--- src/tsr_defines.svh ---
// Constants for the two-step egress timestamp request and return link
// Function
// - Client raises request with valid and start
// - Client gives fingerprint with each request
// - Fingerprint reused only after its stamp returns
// - Stamp valid marks stamp and matching fingerprint
// - Stamps return in request acceptance order
// - Stamp is 96 bits per lane
// - All signals on one transmit clock
// - Request and start are one bit per lane; valid is one bit for both lanes
// - Lane 0 request needs valid and low start
// - Lane 1 request needs valid and high start
// - Fingerprint supplied for one-step packets too
// - Client cycles through a wide fingerprint range
// - Each stamp half meaningful only with its valid
// - One return bus for both packet kinds; the device returns stamps for two-step requests only
// - Time of day: seconds, nanoseconds, fraction
// - Ready drops while time of day invalid
`ifndef TSR_DEFINES_SVH
`define TSR_DEFINES_SVH
`define TSR_LANES 2
`define TSR_FP_W 8
`define TSR_TS_W 96
`define TSR_SEC_HI 95
`define TSR_SEC_LO 48
`define TSR_NS_HI 47
`define TSR_NS_LO 16
`define TSR_FRAC_HI 15
`define TSR_FRAC_LO 0
`define TSR_DEPTH 16
`define TSR_PTR_W 4
`define TSR_CNT_W 5
`define TSR_CLI_LIMIT 5'h08
`define TSR_ONE_CNT 5'h01
`define TSR_TWO_CNT 5'h02
`define TSR_ZERO_CNT 5'h00
`endif

--- src/tsr_end_marker_unused.sv ---
// Empty compilation unit reserved for build ordering
`timescale 1ns/10ps

--- src/tsr_pkg.sv ---
// Types shared by both ends of the timestamp link
`include "tsr_defines.svh"
package tsr_pkg;
    typedef logic [`TSR_FP_W-1:0] tsr_fp_t;
    typedef logic [`TSR_TS_W-1:0] tsr_stamp_t;
    typedef logic [`TSR_CNT_W-1:0] tsr_cnt_t;
    typedef logic [`TSR_PTR_W-1:0] tsr_ptr_t;
    typedef struct packed {
        tsr_stamp_t stamp;
        tsr_fp_t fp;
    } tsr_entry_s;
endpackage : tsr_pkg

--- src/tsr_link_if.sv ---
// Interface joining the client transmit logic and the stamp device
`timescale 1ns/10ps
`include "tsr_defines.svh"
interface tsr_link_if;
    logic tx_valid;
    logic [`TSR_LANES-1:0] tx_sop;
    logic [`TSR_LANES-1:0] two_step_stamp_request;
    logic [`TSR_LANES*`TSR_FP_W-1:0] request_fingerprint;
    logic [`TSR_LANES-1:0] egress_stamp_valid;
    logic [`TSR_LANES*`TSR_TS_W-1:0] egress_stamp;
    logic [`TSR_LANES*`TSR_FP_W-1:0] egress_stamp_fingerprint;
    logic ptp_ready;
    modport dev (
        input tx_valid, tx_sop, two_step_stamp_request, request_fingerprint,
        output egress_stamp_valid, egress_stamp, egress_stamp_fingerprint, ptp_ready
    );
    modport cli (
        output tx_valid, tx_sop, two_step_stamp_request, request_fingerprint,
        input egress_stamp_valid, egress_stamp, egress_stamp_fingerprint, ptp_ready
    );
endinterface : tsr_link_if

--- src/tsr_device.sv ---
// Device end: captures time of day per request, returns stamps in order
`timescale 1ns/10ps
`include "tsr_defines.svh"
module tsr_device (
    // Clock, reset, enable
    input wire logic clock_i,
    input wire logic arst_n_i,
    input wire logic ce_i,
    // Time of day
    input wire logic [`TSR_TS_W-1:0] tod_i,
    input wire logic tod_valid_i,
    // Link
    tsr_link_if.dev link
);
    // ==========================================================
    // Request acceptance
    // ==========================================================
    // Lane 1 is written after lane 0 so a cycle with two starts keeps order
    logic wr0;
    logic wr1;
    logic rd0;
    logic rd1;
    tsr_pkg::tsr_cnt_t cnt_r;
    tsr_pkg::tsr_cnt_t cnt_nxt;
    tsr_pkg::tsr_ptr_t wp_r;
    tsr_pkg::tsr_ptr_t rp_r;
    tsr_pkg::tsr_entry_s mem [`TSR_DEPTH];
    tsr_pkg::tsr_stamp_t stamp_now;

    // Same time of day for both lanes; field layout is seconds, ns, fraction
    assign stamp_now = {tod_i[`TSR_SEC_HI:`TSR_SEC_LO], tod_i[`TSR_NS_HI:`TSR_NS_LO],
                        tod_i[`TSR_FRAC_HI:`TSR_FRAC_LO]};
    assign wr0 = link.tx_valid & link.tx_sop[0] & link.two_step_stamp_request[0];
    assign wr1 = link.tx_valid & link.tx_sop[1] & link.two_step_stamp_request[1];
    assign rd0 = (cnt_r != `TSR_ZERO_CNT);
    assign rd1 = (cnt_r >= `TSR_TWO_CNT);

    always_comb begin
        cnt_nxt = cnt_r + tsr_pkg::tsr_cnt_t'(wr0) + tsr_pkg::tsr_cnt_t'(wr1)
                  - tsr_pkg::tsr_cnt_t'(rd0) - tsr_pkg::tsr_cnt_t'(rd1);
    end

    // ==========================================================
    // Stamp queue
    // ==========================================================
    // Depth covers the client's in-flight cap; an overrun would lose stamps
    always_ff @(posedge clock_i) begin
        if (ce_i) begin
            if (wr0) begin
                mem[wp_r] <= '{stamp: stamp_now, fp: link.request_fingerprint[`TSR_FP_W-1:0]};
            end
            if (wr1) begin
                mem[wp_r + tsr_pkg::tsr_ptr_t'(wr0)] <= '{stamp: stamp_now,
                    fp: link.request_fingerprint[2*`TSR_FP_W-1:`TSR_FP_W]};
            end
        end
    end

    always_ff @(posedge clock_i or negedge arst_n_i) begin
        if (!arst_n_i) begin
            wp_r <= '0;
            rp_r <= '0;
            cnt_r <= `TSR_ZERO_CNT;
        end else if (ce_i) begin
            wp_r <= wp_r + tsr_pkg::tsr_ptr_t'(wr0) + tsr_pkg::tsr_ptr_t'(wr1);
            rp_r <= rp_r + tsr_pkg::tsr_ptr_t'(rd0) + tsr_pkg::tsr_ptr_t'(rd1);
            cnt_r <= cnt_nxt;
        end
    end

    // ==========================================================
    // Return bus
    // ==========================================================
    // Oldest entry to lane 0, next oldest to lane 1; only two-step requests get a stamp on this bus
    tsr_pkg::tsr_entry_s out0;
    tsr_pkg::tsr_entry_s out1;
    assign out0 = mem[rp_r];
    assign out1 = mem[rp_r + tsr_pkg::tsr_ptr_t'(1)];

    always_ff @(posedge clock_i or negedge arst_n_i) begin
        if (!arst_n_i) begin
            link.egress_stamp_valid <= '0;
            link.egress_stamp <= '0;
            link.egress_stamp_fingerprint <= '0;
        end else if (ce_i) begin
            link.egress_stamp_valid <= {rd1, rd0};
            if (rd0) begin
                link.egress_stamp[`TSR_TS_W-1:0] <= out0.stamp;
                link.egress_stamp_fingerprint[`TSR_FP_W-1:0] <= out0.fp;
            end
            if (rd1) begin
                link.egress_stamp[2*`TSR_TS_W-1:`TSR_TS_W] <= out1.stamp;
                link.egress_stamp_fingerprint[2*`TSR_FP_W-1:`TSR_FP_W] <= out1.fp;
            end
        end
    end

    // ==========================================================
    // Ready
    // ==========================================================
    always_ff @(posedge clock_i or negedge arst_n_i) begin
        if (!arst_n_i) begin
            link.ptp_ready <= 1'b0;
        end else if (ce_i) begin
            link.ptp_ready <= tod_valid_i;
        end
    end
endmodule : tsr_device

--- src/flat_wrapper.sv ---
// flat-port wrapper written by rule: the top's interface ports become plain ports
module tsr_device_flat 
  (clock_i, arst_n_i, ce_i, tod_i, tod_valid_i, link_tx_valid, link_tx_sop, link_two_step_stamp_request, link_request_fingerprint, link_egress_stamp_valid, link_egress_stamp, link_egress_stamp_fingerprint, link_ptp_ready);
  tsr_link_if link_i ();
  input wire logic clock_i;
  input wire logic arst_n_i;
  input wire logic ce_i;
  input wire logic [`TSR_TS_W-1:0] tod_i;
  input wire logic tod_valid_i;
  input wire logic [$bits(link_i.tx_valid)-1:0] link_tx_valid;
  input wire logic [$bits(link_i.tx_sop)-1:0] link_tx_sop;
  input wire logic [$bits(link_i.two_step_stamp_request)-1:0] link_two_step_stamp_request;
  input wire logic [$bits(link_i.request_fingerprint)-1:0] link_request_fingerprint;
  output wire logic [$bits(link_i.egress_stamp_valid)-1:0] link_egress_stamp_valid;
  output wire logic [$bits(link_i.egress_stamp)-1:0] link_egress_stamp;
  output wire logic [$bits(link_i.egress_stamp_fingerprint)-1:0] link_egress_stamp_fingerprint;
  output wire logic [$bits(link_i.ptp_ready)-1:0] link_ptp_ready;
  assign link_i.tx_valid = link_tx_valid;
  assign link_i.tx_sop = link_tx_sop;
  assign link_i.two_step_stamp_request = link_two_step_stamp_request;
  assign link_i.request_fingerprint = link_request_fingerprint;
  assign link_egress_stamp_valid = link_i.egress_stamp_valid;
  assign link_egress_stamp = link_i.egress_stamp;
  assign link_egress_stamp_fingerprint = link_i.egress_stamp_fingerprint;
  assign link_ptp_ready = link_i.ptp_ready;
  tsr_device u_core (.clock_i(clock_i), .arst_n_i(arst_n_i), .ce_i(ce_i), .tod_i(tod_i), .tod_valid_i(tod_valid_i), .link(link_i));
endmodule
--- config.mk ---
export PLATFORM = sky130hd
export DESIGN_NAME = tsr_device_flat
export DESIGN_NICKNAME = d
export VERILOG_FILES = /design/src/tsr_end_marker_unused.sv /design/src/tsr_pkg.sv /design/src/tsr_link_if.sv /design/src/tsr_device.sv /design/src/flat_wrapper.sv
export VERILOG_INCLUDE_DIRS = /design/src
export SDC_FILE = /design/constraint.sdc
export NUM_CORES = 2
export LEC_CHECK = 0
export BUFFER_PORTS_ARGS = -buffer_cell sky130_fd_sc_hd__clkbuf_2
export CAP_MARGIN = 5
export CORE_ASPECT_RATIO = 1.75
export CORE_MARGIN = 3
export CORE_UTILIZATION = 25
export CTS_BUF_LIST = sky130_fd_sc_hd__clkbuf_8
export DETAILED_ROUTE_END_ITERATION = 10
export PLACE_DENSITY = 0.39
export SLEW_MARGIN = 20
export SYNTH_ARGS = -nofsm -noshare
export SYNTH_HDL_FRONTEND = slang
export SYNTH_SLANG_ARGS = --single-unit
--- constraint.sdc ---
create_clock -name clock_i -period 8.8 [get_ports clock_i]
set_clock_uncertainty 0.1 [all_clocks]
set_input_delay 0.44 -clock clock_i [delete_from_list [all_inputs] [get_ports clock_i]]
set_output_delay 0.44 -clock clock_i [all_outputs]
set_load 0.02 [all_outputs]
After elaboration in Yosys (flattened, before gate mapping) --
Memory sizes are Yosys's and may differ from the RTL's. A register that Yosys moved wholly into a read port is not among the register bits. Cells that the tools add are included.
Cells by class: add/sub/neg operators 9, $lt $le $gt $ge 1, multiplexer cells 6, bitwise logic cells 4, reductions and logical operators 5
Operator list (count):
- 4-bit by 1-bit adder with 4-bit output | 4
- 5-bit by 1-bit adder with 5-bit output | 2
- 5-bit by 1-bit subtractor with 5-bit output | 2
- 1-bit two-way mux | 6
- 5-bit by 2-bit >= comparator with 1-bit output, second input constant | 1
- 5-bit nonzero test | 1
- 4-bit by 1-bit adder with 4-bit output, second input constant | 1
- 1-bit AND | 4
- 2-bit AND reduction | 2
- 1-bit logical NOT | 2
Word-level totals: register bits after elaboration 16, memory bits (writable) 1664, input port bits 121, output and inout bits 211, word-level logic and storage cells 31, memories kept 1
Memory list:
- u_core.mem | depth 16, width 104, read ports 2, clocked after Yosys merged registers in 2, wr ports 2, RTL line tsr_device.sv:27 | tsr_pkg::tsr_entry_s mem [`TSR_DEPTH];

Logic depth before layout (Yosys ltp) --
depth in word-level cells 6, depth in mapped cells 14, gate-level depth less buffers 14

Worst setup path before layout --
Ideal clock, no wire load.
path type in2reg, start point input link_two_step_stamp_request[0], end point memory u_core.mem[2][0] (netlist name) (enable), setup time 725 ps, arrival time 8825 ps, data required time 7975 ps, setup slack -850 ps, cell stages on the path 4, buffers on the path 0, path through and3_1 -> inv_1 -> or3_1 -> o32ai_1
RTL lines:
- start, declared | RTL line flat_wrapper.sv:12 | input wire logic [$bits(link_i.two_step_stamp_request)-1:0] link_two_step_stamp_request;
- end, declared | RTL line tsr_device.sv:27

Worst setup path after layout --
start point register u_core.rp_r[0], end point register u_core.link.egress_stamp[138]
On the way: word-level cells in the longest chain between the ends 1
RTL lines:
- start, declared | RTL line tsr_device.sv:26 | tsr_pkg::tsr_ptr_t rp_r;
- start signal, assigned | RTL line tsr_device.sv:66 | rp_r <= rp_r + tsr_pkg::tsr_ptr_t'(rd0) + tsr_pkg::tsr_ptr_t'(rd1);
- 4-bit by 1-bit adder with 4-bit output | RTL line tsr_device.sv:78 | assign out1 = mem[rp_r + tsr_pkg::tsr_ptr_t'(1)];
- end signal, assigned by index | RTL line tsr_device.sv:88 | link.egress_stamp[`TSR_TS_W-1:0] <= out0.stamp;
- end signal, assigned by index | RTL line tsr_device.sv:92 | link.egress_stamp[2*`TSR_TS_W-1:`TSR_TS_W] <= out1.stamp;
- end, declared | RTL line tsr_link_if.sv:15 | output egress_stamp_valid, egress_stamp, egress_stamp_fingerprint, ptp_ready
No other way between the ends. A chain may end at the register's enable or synchronous reset.

==> impl_metrics.py <==
metrics = {
    "synth": {
        "post_synth.cell_area_avg_um2": 20.31,
        "synth.cell_area_um2": 84860,
        "synth_seq_cells": 1888,
        "synth_fp_nets": 4316,
        "yosysSeqAreaShare_pct": 65.49,
        "synth_top_cell_by_area": "edfxtp_1",
        "synth.top_cell.area_share_pct": 58.88,
        "synthTopCellsByArea": "edfxtp_1 (59%), mux4_2 (22%), dfrtp_1 (6.6%)",
        "synth_cell_types": 53,
        "syn_inst": 4178,
        "yosysWarnings": 0,
    },
    "power_and_ir_drop": {
        "vdd_drop_max_mv": 0.4276,
        "totalPowerFinal_mw": 33.24,
        "cellPowerDensity_nw_per_um2": 335.0,
        "static-leakage-power_nw": 32.87,
    },
    "clock_network": {
        "tritoncts_clock_tree": "yes",
        "ctsHoldBuffers": 130,
        "clk_latency_ns": 1.02,
        "clock-sinks": 1888,
        "ctsHtreeMaxLevel": 5,
        "cts_setup_buffers": 0,
        "cts_inserted_buffers": 310,
        "post_cts_resize_count": 0,
        "worst_setup_hold_path_clk_slew_ns": 0.07,
        "cts.root.buffer_cell": "clkbuf_8",
        "ctsLongestPathBuffers": 4,
    },
    "routing": {
        "drt_pass1_iterations": 6,
        "route.detailed.drc": 0,
        "via_total_after_detailed_routing": 46460,
        "drtAntennaViolNets": 0,
        "route.final.wire_length_mm": 298.1,
        "avgViaCountPerCell": 4.946,
        "initial_drc_count": 3158,
        "route.detailed.wl_per_inst_um": 31.74,
    },
    "final_layout": {
        "share_of_cells_above_drive_strength_1_pct": 37.50,
        "areaGrowthSynthToFinish_pct": 16.93,
        "finalCoreUtilization_pct": 29.42,
        "nNetsFinal": 4861,
        "post-route-cell-area_um2": 99220,
    },
    "critical_path": {
        "worst-r2r-setup-slack_ns": 4.34,
        "kind_of_critical_path": "flop to flop",
        "worst_ep_required_time_ns": 9.57,
        "worst-path-max-fanout": 121,
        "critical_path.endpoint_type": "flop",
        "setup.worst_path.start_class": "flop",
        "arrival_ns": 5.23,
    },
    "sta": {
        "timing_worst_slew_pin_value_ns": 1.141,
        "timing.final.setup_violations": 0,
        "hold_violations": 0,
        "grt_setup_unrepaired": "no",
        "slew_viol_final": 0,
        "fmaxAchievable_ghz": 0.2244,
        "fin_crit_ns": 4.456,
        "worst_slew_margin_rel_pct": 23.92,
        "final_critical_path_setup_slack_ns": 4.344,
        "timing.final.crit_share_pct": 50.64,
    },
    "grt": {
        "global_route_wire_length_before_repair_mm": 416.0,
        "global_route.usage.total_pct": 17.01,
        "number_of_antenna_violations_at_the_first_check_in_global_routing": 37,
        "grt_start_max_net_pins": 129,
        "first_global_vias": 51840,
        "grt_overflow": 0,
    },
    "placement": {
        "io_buffers": 331,
        "globalplace.congestion": 0.7301,
        "postPlaceCellArea_um2": 91710,
        "dp_hpwl_mm": 175.4,
        "dpl_worst_slack_ns": 3.951,
    },
    "floorplan": {
        "num_io_pins": 332,
        "die_h_um": 776.7,
        "fp.coreArea_um2": 337300,
        "num_rows": 282,
        "fp.dieW_um": 446.4,
        "dieArea_um2": 346700,
        "initial_core_utilization_pct": 25.16,
    },
    "run_status": {
        "status": "finished, final reports clean",
    },
    "hold_path": {
        "worstHoldPathType": "input port to flop",
    },
    "flow_run": {
        "cap_violations": 0,
    },
}
[metrics by stage]
stage / setup TNS, ns / std cells / hold slack [ns]
5_1_grt: 0 / 9382 / 0.2119
6_report: 0 / 9392 / 0.2445
3_3_place_gp: 0 / 8682 / 0.3232
2_1_floorplan: -140.93 / 4178 / 0.04441
3_5_place_dp: 0 / 8683 / 0.3275
4_1_cts: 0 / 9375 / 0.1179
[worst paths after layout]
kind                                           startpoint                                  endpoint  depth (start not counted)
setup / recovery                           u_core.rp_r[0]             u_core.link.egress_stamp[138]                          8
hold / removal             link_two_step_stamp_request[0]                            u_core.wp_r[0]                          5
setup reg to reg                           u_core.rp_r[0]             u_core.link.egress_stamp[138]                          8
hold reg to reg              u_core.link.egress_stamp[87]              u_core.link.egress_stamp[87]                          1
max in group asynchronous                        arst_n_i              u_core.link.egress_stamp[45]                          5
min in group asynchronous                        arst_n_i  u_core.link.egress_stamp_fingerprint[11]                          4
[cell usage in the layout, fill, tap and decap left out, types with 107 or more instances in the layout]
master         count
edfxtp_1        1664
mux4_2           832
clkbuf_8         348
clkbuf_2         330
dfrtp_1          221
mux2i_1          208
a22oi_1          208
dlygate4sd3_1    129
mux2_2           125
nor2_1           116
inv_1            111
a21o_1           107
[cell type report]
class	instances	area (um^2)
Multi-Input combinational cell	1938	27730
Tap cell	4402	5508
Clock inverter	214	1368
Inverter	12	45.04
Timing Repair Buffer	573	4159
Clock buffer	348	4790
Sequential cell	1888	55580
Antenna cell	17	42.54
Fill cell	33190	238100
[critical path, cell delays in order (launching register included)]
cell and delay (ns):
dfrtp_4 0.87, buf_12 0.64, and3b_1 0.31, nor2_2 0.09, o22ai_4 0.57, buf_12 0.67
buf_4 0.64, a22oi_1 0.14, a31oi_1 0.20
[flip-flops by register name, summed over array words and instances (netlist names)]
register / flops
u_core.link.ptp_ready: 1
u_core.cnt_r: 5
u_core.link.egress_stamp_fingerprint: 16
u_core.mem: 1664
u_core.link.egress_stamp: 192
u_core.link.egress_stamp_valid: 2
u_core.rp_r: 4
u_core.wp_r: 4
[logic make-up after synthesis]
logic type	synth area share (%)
xor gates and xnor gates	0.1150
DFF	65.49
muxes	26.33
and+or+nand+nor	0.9496
adders and majority gates	0.2860
buffers and inverters	2.162
AOI/OAI and AO/OA	4.665
[where the power goes]
group          switching, mW  leakage (nW)  internal, mW
sequential             0.776          17.6          10.5
combinational           7.92          11.7          6.14
clock                   3.78          3.51          4.11
total                   12.5          32.9          20.8
[cell usage after synthesis (all sizes together)]
cell type  number
xnor2           7
a22oi         208
o31ai           2
a21o          108
mux4          832
o21bai          8
a31oi         106
ha             13
a21boi          1
or2             1
fa              4
o32ai           1
nor2b           4
o22ai         108
o21ai          11
clkbuf        102
edfxtp       1664
mux2i         208
buf           238
inv            12
nand2          22
and3b           1
mux2          133
a21oi           7
or3             1
nor3            6
nand2b          6
nor2          121
nand4           2
nand3           7
a31o            1
or4             1
and4            1
dfrtp         224
nor3b           2
xor2            2
and2            2
and3            1
[per-layer routing]
layer / track usage [%] / part of all wire (%) / up-vias
met4: 4.567 / 2.7 / 24
met2: 31.37 / 54 / 1241
met3: 3.033 / 4.5 / 438
li1: - / - / 19180
met5: 0 / 0.045 / -
met1: 20.16 / 39 / 25570
No activity file was read; power rests on OpenSTA's default activity.
